<file path="src/hw/fbmc_pkg.sv">
// fbmc_pkg: constants, commands and carrier structs for the byte-mode flash host controller
// assumes: one 250 MHz clock, flash pins sampled synchronously
package fbmc_pkg;
	// ******************************
	// widths
	// ******************************
	localparam int ADDR_W = 23;
	localparam int DATA_W = 8;
	localparam int CLK_NS = 4;
	// ******************************
	// strobe timing, ns and cycles
	// ******************************
	localparam int T_SETUP_NS = 8;
	localparam int T_PULSE_NS = 36;
	localparam int T_RECOV_NS = 20;
	localparam int T_READ_NS  = 70;
	localparam int C_SETUP = (T_SETUP_NS + CLK_NS - 1) / CLK_NS;
	localparam int C_PULSE = (T_PULSE_NS + CLK_NS - 1) / CLK_NS;
	localparam int C_RECOV = (T_RECOV_NS + CLK_NS - 1) / CLK_NS;
	localparam int C_READ  = (T_READ_NS + CLK_NS - 1) / CLK_NS;
	localparam int CNT_W   = 6;
	// ******************************
	// command addresses and data
	// ******************************
	localparam logic [11:0] ADR_AAA   = 12'h0_AAA;
	localparam logic [11:0] ADR_555   = 12'h0_555;
	localparam logic [11:0] ADR_AA    = 12'h0_0AA;
	localparam logic [7:0]  D_UNLK1   = 8'h0_0AA;
	localparam logic [7:0]  D_UNLK2   = 8'h0_055;
	localparam logic [7:0]  D_RESET   = 8'h0_0F0;
	localparam logic [7:0]  D_RESET_A = 8'h0_0FF;
	localparam logic [7:0]  D_PROG    = 8'h0_0A0;
	localparam logic [7:0]  D_WBUF    = 8'h0_025;
	localparam logic [7:0]  D_CONFIRM = 8'h0_029;
	localparam logic [7:0]  D_AUTOSEL = 8'h0_090;
	localparam logic [7:0]  D_ERASE   = 8'h0_080;
	localparam logic [7:0]  D_SECTOR  = 8'h0_030;
	localparam logic [7:0]  D_CHIP    = 8'h0_010;
	localparam logic [7:0]  D_SUSPEND = 8'h0_0B0;
	localparam logic [7:0]  D_RESUME  = 8'h0_030;
	localparam logic [7:0]  D_QUERY   = 8'h0_098;
	localparam logic [7:0]  D_SSR_ENT = 8'h0_088;
	localparam logic [7:0]  D_ECC_ENT = 8'h0_075;
	localparam logic [7:0]  D_SR_RD   = 8'h0_070;
	localparam logic [7:0]  D_SR_CLR  = 8'h0_071;
	localparam logic [7:0]  D_EXIT2   = 8'h0_000;
	localparam logic [ADDR_W-1:0] ADR_PROT_VERIFY = 23'h00_0004;
	localparam int MAX_BUF_CYCLES = 261;
	localparam int MAX_BUF_BYTES  = 256;
	localparam int SECT_LSB_UNI  = 16;
	localparam int SECT_LSB_BOOT = 13;
	localparam int TIME_LIMIT_BIT = 5;
	localparam int SR_BYTE_BIT = 0;
	// ******************************
	// commands and carriers
	// ******************************
	typedef enum logic [3:0] {
		FBMC_READ, FBMC_RESET, FBMC_PROGRAM, FBMC_BUF_PROGRAM, FBMC_SECT_ERASE,
		FBMC_CHIP_ERASE, FBMC_SUSPEND, FBMC_RESUME, FBMC_QUERY, FBMC_SSR_ENTER,
		FBMC_ECC_ENTER, FBMC_AUTOSEL, FBMC_PROT_VERIFY, FBMC_SR_READ, FBMC_SR_CLEAR, FBMC_ABORT
	} fbmc_op_t;
	typedef struct packed {
		fbmc_op_t            op;
		logic [ADDR_W-1:0]   addr;
		logic [DATA_W-1:0]   data;
		logic [7:0]          count_m1;
		logic                boot_part;
	} fbmc_req_t;
	typedef struct packed {
		logic [ADDR_W-1:0] addr;
		logic [DATA_W-1:0] data;
		logic              wr;
	} fbmc_cyc_t;
	typedef struct packed {
		logic              ce_n;
		logic              we_n;
		logic              oe_n;
		logic [ADDR_W-1:0] addr;
		logic [DATA_W-1:0] dq_out;
		logic              dq_oe;
	} fbmc_pins_t;
endpackage

</file>
<file path="src/hw/fbmc_cycle.sv">
// fbmc_cycle: runs one asynchronous flash bus cycle (write or read) on the pins
// assumes: flash dq input already synchronous to clk
`timescale 1ns/1ps
module fbmc_cycle (
	// clock and reset
	input  wire logic                 clk,
	input  wire logic                 rst_n,
	// cycle request
	input  wire fbmc_pkg::fbmc_cyc_t  cyc,
	input  wire logic                 cyc_valid,
	output logic                      cyc_ready,
	output logic                      cyc_done,
	output logic [7:0]                cyc_rdata,
	// flash pins
	output fbmc_pkg::fbmc_pins_t      pins,
	input  wire logic [7:0]           dq_in
);
	import fbmc_pkg::*;
	typedef enum logic [1:0] {CY_IDLE, CY_SETUP, CY_PULSE, CY_RECOV} fbmc_cy_t;
	fbmc_cy_t             st_reg, st_next;
	logic [CNT_W-1:0]     cnt_reg, cnt_next;
	fbmc_pins_t           pins_reg, pins_next;
	logic [7:0]           rd_reg, rd_next;
	logic                 done_reg, done_next;
	logic                 wr_reg, wr_next;

	always_comb begin
		st_next   = st_reg;
		cnt_next  = cnt_reg;
		pins_next = pins_reg;
		rd_next   = rd_reg;
		wr_next   = wr_reg;
		done_next = 1'b0;
		unique case (st_reg)
			CY_IDLE: if (cyc_valid) begin
				// address and ce go first so the we fall is the later edge and latches address
				pins_next.addr   = cyc.addr;
				pins_next.ce_n   = 1'b0;
				pins_next.dq_out = cyc.data;
				pins_next.dq_oe  = cyc.wr;
				wr_next  = cyc.wr;
				cnt_next = CNT_W'(C_SETUP);
				st_next  = CY_SETUP;
			end
			CY_SETUP: if (cnt_reg <= CNT_W'(1)) begin
				pins_next.we_n = ~wr_reg;
				pins_next.oe_n = wr_reg;
				cnt_next = wr_reg ? CNT_W'(C_PULSE) : CNT_W'(C_READ);
				st_next  = CY_PULSE;
			end else begin
				cnt_next = cnt_reg - CNT_W'(1);
			end
			CY_PULSE: if (cnt_reg <= CNT_W'(1)) begin
				// we rises before ce so data is latched by we with data still held
				pins_next.we_n = 1'b1;
				pins_next.oe_n = 1'b1;
				rd_next  = dq_in;
				cnt_next = CNT_W'(C_RECOV);
				st_next  = CY_RECOV;
			end else begin
				cnt_next = cnt_reg - CNT_W'(1);
			end
			CY_RECOV: if (cnt_reg <= CNT_W'(1)) begin
				pins_next.ce_n  = 1'b1;
				pins_next.dq_oe = 1'b0;
				done_next = 1'b1;
				st_next   = CY_IDLE;
			end else begin
				cnt_next = cnt_reg - CNT_W'(1);
			end
		endcase
	end

	always_ff @(posedge clk) begin
		if (!rst_n) begin
			st_reg   <= CY_IDLE;
			cnt_reg  <= '0;
			pins_reg <= '{ce_n: 1'b1, we_n: 1'b1, oe_n: 1'b1, addr: '0, dq_out: '0, dq_oe: 1'b0};
			rd_reg   <= '0;
			done_reg <= 1'b0;
			wr_reg   <= 1'b0;
		end else begin
			st_reg   <= st_next;
			cnt_reg  <= cnt_next;
			pins_reg <= pins_next;
			rd_reg   <= rd_next;
			done_reg <= done_next;
			wr_reg   <= wr_next;
		end
	end

	assign cyc_ready = (st_reg == CY_IDLE);
	assign cyc_done  = done_reg;
	assign cyc_rdata = rd_reg;
	assign pins      = pins_reg;
endmodule // fbmc_cycle

</file>
<file path="src/hw/fbmc_host.sv">
// fbmc_host: host controller that turns requests into flash command sequences in byte mode
// assumes: one flash part on the pins, data lines sampled synchronously, requests held until ready
`timescale 1ns/1ps
module fbmc_host (
	// clock and reset
	input  wire logic                   clk,
	input  wire logic                   rst_n,
	// request port
	input  wire fbmc_pkg::fbmc_req_t    req,
	input  wire logic                   req_valid,
	output logic                        req_ready,
	input  wire logic [7:0]             buf_data,
	output logic                        buf_take,
	output logic                        resp_valid,
	output logic [7:0]                  resp_data,
	output logic                        req_refused,
	output logic                        suspended,
	output logic                        time_limit_flag,
	// flash pins
	output fbmc_pkg::fbmc_pins_t        pins,
	input  wire logic [7:0]             dq_in
);
	import fbmc_pkg::*;
	typedef enum logic [2:0] {H_IDLE, H_STEP, H_WAIT, H_DONE} fbmc_hs_t;
	typedef enum logic [2:0] {M_READ, M_AUTOSEL, M_QUERY, M_SSR, M_ECC} fbmc_mode_t;

	fbmc_hs_t          st_reg, st_next;
	fbmc_mode_t        mode_reg, mode_next;
	fbmc_req_t         cur_reg, cur_next;
	logic [8:0]        step_reg, step_next;
	logic [8:0]        last_reg, last_next;
	logic              erasing_reg, erasing_next;
	logic              susp_reg, susp_next;
	logic [7:0]        resp_reg, resp_next;
	logic              rv_reg, rv_next;
	logic              ref_reg, ref_next;
	logic              tlf_reg, tlf_next;
	fbmc_cyc_t         cyc;
	logic              cyc_valid, cyc_ready, cyc_done;
	logic [7:0]        cyc_rdata;
	logic [ADDR_W-1:0] sect_base, page_addr;
	logic              accept_ok;

	fbmc_cycle fbmc_cycle_inst (
		.clk       (clk),
		.rst_n     (rst_n),
		.cyc       (cyc),
		.cyc_valid (cyc_valid),
		.cyc_ready (cyc_ready),
		.cyc_done  (cyc_done),
		.cyc_rdata (cyc_rdata),
		.pins      (pins),
		.dq_in     (dq_in)
	);

	// ******************************
	// sector and page addressing
	// ******************************
	always_comb begin
		sect_base = cur_reg.boot_part
			? {cur_reg.addr[ADDR_W-1:SECT_LSB_BOOT], {SECT_LSB_BOOT{1'b0}}}
			: {cur_reg.addr[ADDR_W-1:SECT_LSB_UNI], {SECT_LSB_UNI{1'b0}}};
		// loads walk the low byte only, so they never leave the start page
		page_addr = {cur_reg.addr[ADDR_W-1:8], cur_reg.addr[7:0] + step_reg[7:0] - 8'h04};
	end

	// ******************************
	// acceptance by current state and buffer length
	// ******************************
	always_comb begin
		unique case (req.op)
			FBMC_SUSPEND: accept_ok = erasing_reg && !susp_reg;
			FBMC_RESUME:  accept_ok = susp_reg;
			FBMC_QUERY:   accept_ok = (mode_reg == M_READ) || (mode_reg == M_AUTOSEL);
			FBMC_SECT_ERASE, FBMC_CHIP_ERASE: accept_ok = !susp_reg && !erasing_reg;
			FBMC_BUF_PROGRAM: accept_ok = ({1'b0, req.count_m1} + 9'd5) <= 9'(MAX_BUF_CYCLES);
			default:      accept_ok = 1'b1;
		endcase
	end

	// ******************************
	// sequence table: cycle per step
	// ******************************
	always_comb begin
		cyc = '{addr: {{(ADDR_W-12){1'b0}}, ADR_AAA}, data: D_UNLK1, wr: 1'b1};
		if (step_reg == 9'd1) begin
			cyc.addr = {{(ADDR_W-12){1'b0}}, ADR_555};
			cyc.data = D_UNLK2;
		end
		unique case (cur_reg.op)
			FBMC_READ, FBMC_SSR_ENTER, FBMC_ECC_ENTER: begin
				if (cur_reg.op == FBMC_READ) begin
					cyc = '{addr: cur_reg.addr, data: 8'h00, wr: 1'b0};
				end else if (step_reg == 9'd2) begin
					cyc.data = (cur_reg.op == FBMC_SSR_ENTER) ? D_SSR_ENT : D_ECC_ENT;
				end
			end
			FBMC_RESET: cyc.data = (mode_reg == M_QUERY && cur_reg.data == D_RESET_A) ? D_RESET_A : D_RESET;
			FBMC_SUSPEND: cyc.data = D_SUSPEND;
			FBMC_RESUME:  cyc.data = D_RESUME;
			FBMC_QUERY:   cyc = '{addr: {{(ADDR_W-12){1'b0}}, ADR_AA}, data: D_QUERY, wr: 1'b1};
			FBMC_SR_CLEAR: cyc.data = D_SR_CLR;
			FBMC_SR_READ: if (step_reg == 9'd0) begin
				cyc.data = D_SR_RD;
			end else begin
				// status byte half picked by the lowest byte address bit
				cyc = '{addr: {{(ADDR_W-1){1'b0}}, cur_reg.addr[SR_BYTE_BIT]}, data: 8'h00, wr: 1'b0};
			end
			FBMC_AUTOSEL, FBMC_PROT_VERIFY: if (step_reg == 9'd2) begin
				cyc.data = D_AUTOSEL;
			end else if (step_reg == 9'd3) begin
				cyc = '{addr: (cur_reg.op == FBMC_PROT_VERIFY) ? (sect_base | ADR_PROT_VERIFY) : cur_reg.addr,
					data: 8'h00, wr: 1'b0};
			end
			FBMC_PROGRAM: if (step_reg == 9'd2) begin
				cyc.data = D_PROG;
			end else if (step_reg == 9'd3) begin
				cyc = '{addr: cur_reg.addr, data: cur_reg.data, wr: 1'b1};
			end
			FBMC_SECT_ERASE, FBMC_CHIP_ERASE: begin
				if (step_reg == 9'd2) cyc.data = D_ERASE;
				if (step_reg == 9'd4) cyc.addr = {{(ADDR_W-12){1'b0}}, ADR_555};
				if (step_reg == 9'd4) cyc.data = D_UNLK2;
				if (step_reg == 9'd5) begin
					cyc.addr = (cur_reg.op == FBMC_SECT_ERASE) ? sect_base : {{(ADDR_W-12){1'b0}}, ADR_AAA};
					cyc.data = (cur_reg.op == FBMC_SECT_ERASE) ? D_SECTOR : D_CHIP;
				end
			end
			FBMC_BUF_PROGRAM: if (step_reg == 9'd2) begin
				cyc = '{addr: sect_base, data: D_WBUF, wr: 1'b1};
			end else if (step_reg == 9'd3) begin
				cyc = '{addr: sect_base, data: cur_reg.count_m1, wr: 1'b1};
			end else if (step_reg == last_reg) begin
				cyc = '{addr: sect_base, data: D_CONFIRM, wr: 1'b1};
			end else if (step_reg >= 9'd4) begin
				cyc = '{addr: page_addr, data: buf_data, wr: 1'b1};
			end
			FBMC_ABORT: if (step_reg == 9'd2) begin
				cyc.data = D_RESET;
			end
		endcase
	end

	// ******************************
	// sequencer
	// ******************************
	always_comb begin
		st_next = st_reg;
		mode_next = mode_reg;
		cur_next = cur_reg;
		step_next = step_reg;
		last_next = last_reg;
		erasing_next = erasing_reg;
		susp_next = susp_reg;
		resp_next = resp_reg;
		rv_next = 1'b0;
		ref_next = 1'b0;
		tlf_next = tlf_reg;
		unique case (st_reg)
			H_IDLE: if (req_valid) begin
				if (accept_ok) begin
					cur_next = req;
					step_next = '0;
					unique case (req.op)
						FBMC_READ, FBMC_RESET, FBMC_SUSPEND, FBMC_RESUME, FBMC_QUERY, FBMC_SR_CLEAR:
							last_next = 9'd0;
						FBMC_SR_READ: last_next = 9'd1;
						FBMC_SSR_ENTER, FBMC_ECC_ENTER, FBMC_ABORT: last_next = 9'd2;
						FBMC_PROGRAM, FBMC_AUTOSEL, FBMC_PROT_VERIFY: last_next = 9'd3;
						FBMC_SECT_ERASE, FBMC_CHIP_ERASE: last_next = 9'd5;
						FBMC_BUF_PROGRAM: last_next = {1'b0, req.count_m1} + 9'd5;
						// continuity check not offered, so no width-dependent address is ever picked
					endcase
					st_next = H_STEP;
				end else begin
					// refused requests never reach the pins, so no partial sequence is left behind
					ref_next = 1'b1;
				end
			end
			H_STEP: if (cyc_ready) st_next = H_WAIT;
			H_WAIT: if (cyc_done) begin
				if (!cyc.wr) begin
					resp_next = cyc_rdata;
					tlf_next = cyc_rdata[TIME_LIMIT_BIT];
				end
				if (step_reg == last_reg) begin
					st_next = H_DONE;
				end else begin
					step_next = step_reg + 9'd1;
					st_next = H_STEP;
				end
			end
			H_DONE: begin
				rv_next = 1'b1;
				st_next = H_IDLE;
				unique case (cur_reg.op)
					FBMC_RESET, FBMC_ABORT: begin
						mode_next = M_READ;
						tlf_next = 1'b0;
					end
					FBMC_AUTOSEL, FBMC_PROT_VERIFY: mode_next = M_AUTOSEL;
					FBMC_QUERY: mode_next = M_QUERY;
					FBMC_SSR_ENTER: mode_next = M_SSR;
					FBMC_ECC_ENTER: mode_next = M_ECC;
					FBMC_SECT_ERASE: erasing_next = 1'b1;
					FBMC_CHIP_ERASE: erasing_next = 1'b0;
					FBMC_SUSPEND: susp_next = 1'b1;
					FBMC_RESUME: susp_next = 1'b0;
					default: ;
				endcase
				// a read of a done status (bit set) ends the erase tracking unless the erase is suspended
				if (cur_reg.op == FBMC_SR_READ && resp_reg[7]) erasing_next = susp_reg;
			end
			default: st_next = H_IDLE;
		endcase
	end

	always_ff @(posedge clk) begin
		if (!rst_n) begin
			st_reg <= H_IDLE;
			mode_reg <= M_READ;
			cur_reg <= '0;
			step_reg <= '0;
			last_reg <= '0;
			erasing_reg <= 1'b0;
			susp_reg <= 1'b0;
			resp_reg <= '0;
			rv_reg <= 1'b0;
			ref_reg <= 1'b0;
			tlf_reg <= 1'b0;
		end else begin
			st_reg <= st_next;
			mode_reg <= mode_next;
			cur_reg <= cur_next;
			step_reg <= step_next;
			last_reg <= last_next;
			erasing_reg <= erasing_next;
			susp_reg <= susp_next;
			resp_reg <= resp_next;
			rv_reg <= rv_next;
			ref_reg <= ref_next;
			tlf_reg <= tlf_next;
		end
	end

	assign cyc_valid = (st_reg == H_STEP);
	assign req_ready = (st_reg == H_IDLE);
	assign buf_take = cyc_done && (cur_reg.op == FBMC_BUF_PROGRAM) && (step_reg >= 9'd4) && (step_reg != last_reg);
	assign resp_valid = rv_reg;
	assign resp_data = resp_reg;
	assign req_refused = ref_reg;
	assign suspended = susp_reg;
	assign time_limit_flag = tlf_reg;
endmodule // fbmc_host

</file>
<file path="config.mk">
export PLATFORM = sky130hd
export DESIGN_NAME = fbmc_host
export DESIGN_NICKNAME = d
export VERILOG_FILES = /design/src/hw/fbmc_pkg.sv /design/src/hw/fbmc_cycle.sv /design/src/hw/fbmc_host.sv
export SDC_FILE = /design/constraint.sdc
export NUM_CORES = 1
export LEC_CHECK = 0
export BUFFER_PORTS_ARGS = -buffer_cell sky130_fd_sc_hd__buf_2
export CAP_MARGIN = 40
export CORE_AREA = 2 2 121 153
export CTS_BUF_LIST = sky130_fd_sc_hd__clkbuf_4
export CTS_CLUSTER_DIAMETER = 50
export DETAILED_ROUTE_END_ITERATION = 12
export DIE_AREA = 0 0 123 155
export SLEW_MARGIN = 20
export SYNTH_ARGS = -nofsm -noshare
export SYNTH_HDL_FRONTEND = slang
export SYNTH_SLANG_ARGS = --single-unit
</file>
<file path="constraint.sdc">
create_clock -name clk -period 3.85 [get_ports clk]
set_clock_uncertainty 0.2 [all_clocks]
set_input_delay 0.1925 -clock clk [delete_from_list [all_inputs] [get_ports clk]]
set_output_delay 0.1925 -clock clk [all_outputs]
set_load 0.02 [all_outputs]
</file>
==> implementation parameters <==
Parameter                              Value

Global route
  Vias in the first global route    approximately 7700
  Largest net degree at the start of global routing    73
  Wire length of the first global-routing pass    between 40000 and 50000 um
  Total GRT Usage    ~28%
  GRT overflow    0
  Antenna violations before repair    1

Timing
  WHS    between 0.1 and 0.15 ns
  Final hold violation count    0
  Final setup violating endpoints    0
  FMAX    around 270 MHz
  Period utilization    94.92%
  Final max-slew violation count    0
  RSZ-0062 raised after global routing    false
  Final Critical Period    3.654 ns
  Tightest slew margin relative to the limit    45.44%
  TNS Setup    0 ns
  Worst Max-Slew Pin Slew    between 0.8 and 0.9 ns

Drt
  Overall via count from detail_route    between 8000 and 9000
  Number of violations reported at the end of detailed-routing iteration 0    roughly 620
  Routed wirelength normalized by instance count    18.74 um
  Final ANT Viol Nets    0
  Number of iterations in the first detailed-routing pass    5
  Total wirelength of the detailed-routed design    26190 um
  Number of vias per cell after detailed routing    roughly 5.8
  # DRC    0

CTS
  Count of cells resized by post-cts repair    0
  Source-to-sink clock delay at the later pin of the worst-skew pair    between 0.5 and 0.6 ns
  Clock net sink count    between 100 and 150
  Clock Path Buffers    2
  Num CTS Buffers    17
  Number of setup buffers added after CTS    0
  Total number of H-tree levels    4
  Reg clk slew, reported paths    about 0.12 ns
  TritonCTS clock tree    built
  Buffer type at the clock tree root    sky130_fd_sc_hd__clkbuf_4

Synthesis
  Sequential area share after synthesis    34.15%
  Top flip-flop cell by instance count after synthesis    sky130_fd_sc_hd__dfxtp_1
  Gate Count Post-Synth    979
  Number of synthesized flops with an enable pin    0
  Synth Register Bits    approximately 130
  Share of flip-flops with an asynchronous set or reset after synthesis    0%
  Synth Warn #    0
  Per-instance average area after synthesis    ~8.0 um^2
  Distinct cell type count after synthesis    80
  Synthesized Nets    approximately 1100
  Cell area after synthesis    ~7800 um^2

Pwr
  Leak Pwr    between 4 and 5 nW
  Psw    between 1 and 1.5 mW
  Clock power share    26.3%
  Design internal power    approximately 2.5 mW
  Relative contribution of combinational cells to total power    32.0%
  Maximum vdd drop    approximately 0.00037 V
  Portion of total power attributed to sequential cells    roughly two fifths
  Sw Share    between 30% and 40%
  Cell area power density    ~400 nW/um^2

Layout
  Combined flip-flop and latch cell area    roughly 2700 um^2
  Max reg flops    44
  Most frequent standard cell in the layout excluding fill and tap cells    sky130_fd_sc_hd__dfxtp_1
  Post-route cell area    9779 um^2
  Post-layout util    55.08%
  Fraction of layout instances using a drive strength above 1    between 10% and 20%
  Number of nets in the layout    about 1200
  Layout Area Growth over Synthesis    25.42%
  Fillcell total    ~1700
  Area of the multi-input gates    approximately 4700 um^2
  Most frequent cells in the layout    sky130_fd_sc_hd__dfxtp_1 (133), sky130_fd_sc_hd__nor2_1 (122), sky130_fd_sc_hd__buf_2 (111)
  Number of standard cells in the layout, taps in and fillers out    between 1000 and 1500

Die
  Placeable Area    ~18000 um^2
  Number of cell rows    between 50 and 60
  Top-level port count    approximately 110
  Vertical die dimension    between 150 and 200 um
  DIE AREA    19070 um^2
  Effective utilization at floorplan    43.92%
  Die outline width    between 100 and 150 um

Worst setup path
  Worst Path Class, Setup    input port to flop
  Start point of the critical path    req[1]
  Startpoint type of the worst setup path    input port
  Worst endpoint data arrival time    roughly 3.9 ns
  Peak fanout along the critical path    16
  Critical Path RT    4.12 ns
  Endpoint class of the critical path    flop
  Startpoint of the worst register-to-register path    suspended

Placement
  Placed Instances    1283
  Area after detailed placement    just under 9000 um^2
  Final HPWL DP    18940 um
  Routability-driven placement congestion ratio    1.009
  Input/output buffers    about 110

Hold path
  Startpoint of the lowest-slack hold path    buf_data[3]
  Class of the most critical hold timing path    input port to flop

Run
  # Max-Cap Violations    0

Outcome
  Outcome    complete, no violations
-- cell type report --
class / count / area share, %
clock inverter: 14 / 1.778
multi-input combinational: 739 / 48.32
clock buffer: 18 / 1.382
sequential: 133 / 27.23
timing repair buffer: 227 / 16.89
tap: 228 / 2.917
inverter: 38 / 1.459
antenna: 1 / 0.02559
-- what timing repair did --
item                       4_1_cts  5_1_grt
hold buffers                    82        0
setup endpoints to repair        0        0
hold endpoints to repair        84        0
-- per-stage QoR --
stage	setup WS (ns)	total power, mW
4_1_cts	0.2515	3.894
3_3_place_gp	0.7292	2.787
6_report	0.1957	3.874
3_5_place_dp	0.6802	2.795
2_1_floorplan	0.9805	2.421
5_1_grt	0.003716	4.121
-- worst max-delay path, cell delays in order --
cell and delay, ns:
sky130_fd_sc_hd__dlygate4sd3_1 0.52, sky130_fd_sc_hd__buf_2 0.18, sky130_fd_sc_hd__inv_1 0.06, sky130_fd_sc_hd__ha_1 0.32, sky130_fd_sc_hd__or3b_2 0.46, sky130_fd_sc_hd__nand4b_1 0.10
sky130_fd_sc_hd__a2111oi_0 0.14, sky130_fd_sc_hd__o31ai_4 0.65, sky130_fd_sc_hd__buf_4 0.41, sky130_fd_sc_hd__mux2i_1 0.24, sky130_fd_sc_hd__nor2_1 0.06, sky130_fd_sc_hd__dlygate4sd3_1 0.57
-- final timing paths --
check	end	slack (ns)	cells after the start
setup / recovery	cur_reg[18]	0.20	12
hold / removal	fbmc_cycle_inst.pins[4]	0.12	5
setup reg to reg	cur_reg[18]	0.44	8
hold reg to reg	fbmc_cycle_inst.cyc_rdata[3]	0.26	2
-- kinds of logic after synthesis --
logic type,Yosys count,synth area share [%]
xor+xnor,21,2.359
fa+ha+maj,26,4.268
flops,133,34.15
simple gates,355,22.87
mux,60,7.702
compound gates,277,23.11
buf+inv,107,5.552
-- power by group through the flow --
| stage | Combinational, mW | Clock, mW | Sequential [mW] |
|---|---|---|---|
| after floorplan | 0.788 | 0 | 1.63 |
| after global placement | 1.14 | 0 | 1.65 |
| after detailed placement | 1.15 | 0 | 1.64 |
| after CTS | 1.23 | 1.05 | 1.61 |
| after global routing | 1.38 | 1.11 | 1.63 |
| final | 1.24 | 1.02 | 1.61 |
-- cell usage after synthesis (4+ instances only) --
master	n	area, um^2
sky130_fd_sc_hd__nor3_1	35	175.2
sky130_fd_sc_hd__o21a_1	13	97.59
sky130_fd_sc_hd__o31ai_1	5	37.54
sky130_fd_sc_hd__o41ai_1	4	35.03
sky130_fd_sc_hd__or4_1	4	30.03
sky130_fd_sc_hd__o211ai_1	6	45.04
sky130_fd_sc_hd__nand2b_1	15	93.84
sky130_fd_sc_hd__nor2_1	122	457.9
sky130_fd_sc_hd__a22oi_1	6	45.04
sky130_fd_sc_hd__a21oi_1	71	355.3
sky130_fd_sc_hd__and2_1	6	37.54
sky130_fd_sc_hd__buf_2	10	50.05
sky130_fd_sc_hd__nor4_1	5	31.28
sky130_fd_sc_hd__clkbuf_1	51	191.4
sky130_fd_sc_hd__a31oi_1	17	106.4
sky130_fd_sc_hd__nor2b_1	14	87.58
sky130_fd_sc_hd__nand3_1	24	120.1
sky130_fd_sc_hd__inv_1	37	138.9
sky130_fd_sc_hd__dfxtp_1	133	2663
sky130_fd_sc_hd__mux2i_1	60	600.6
sky130_fd_sc_hd__a211oi_1	14	105.1
sky130_fd_sc_hd__xnor2_1	17	148.9
sky130_fd_sc_hd__a41oi_1	5	43.79
sky130_fd_sc_hd__a22o_1	14	122.6
sky130_fd_sc_hd__nand2_1	66	247.7
sky130_fd_sc_hd__o21ai_0	69	345.3
sky130_fd_sc_hd__and3_1	7	43.79
sky130_fd_sc_hd__o31a_1	4	35.03
sky130_fd_sc_hd__or2_2	5	31.28
sky130_fd_sc_hd__ha_1	25	312.8
sky130_fd_sc_hd__or3_1	17	106.4
sky130_fd_sc_hd__buf_1	4	15.01
sky130_fd_sc_hd__nor3b_1	7	52.55
sky130_fd_sc_hd__o32ai_1	6	52.55
sky130_fd_sc_hd__xor2_1	4	35.03
sky130_fd_sc_hd__nand4_1	6	37.54
-- routing by layer --
metal,vias to the layer above,track usage [%],share of wire [%],routed length [um]
met5,-,0,0,0
met4,0,12.39,4.0,1052
met3,77,5.792,6.3,1653
met2,317,45.80,48,12570
met1,3802,35.14,42,10920
li1,3891,-,-,-
Note: power is estimated with default switching activity, not from simulation.
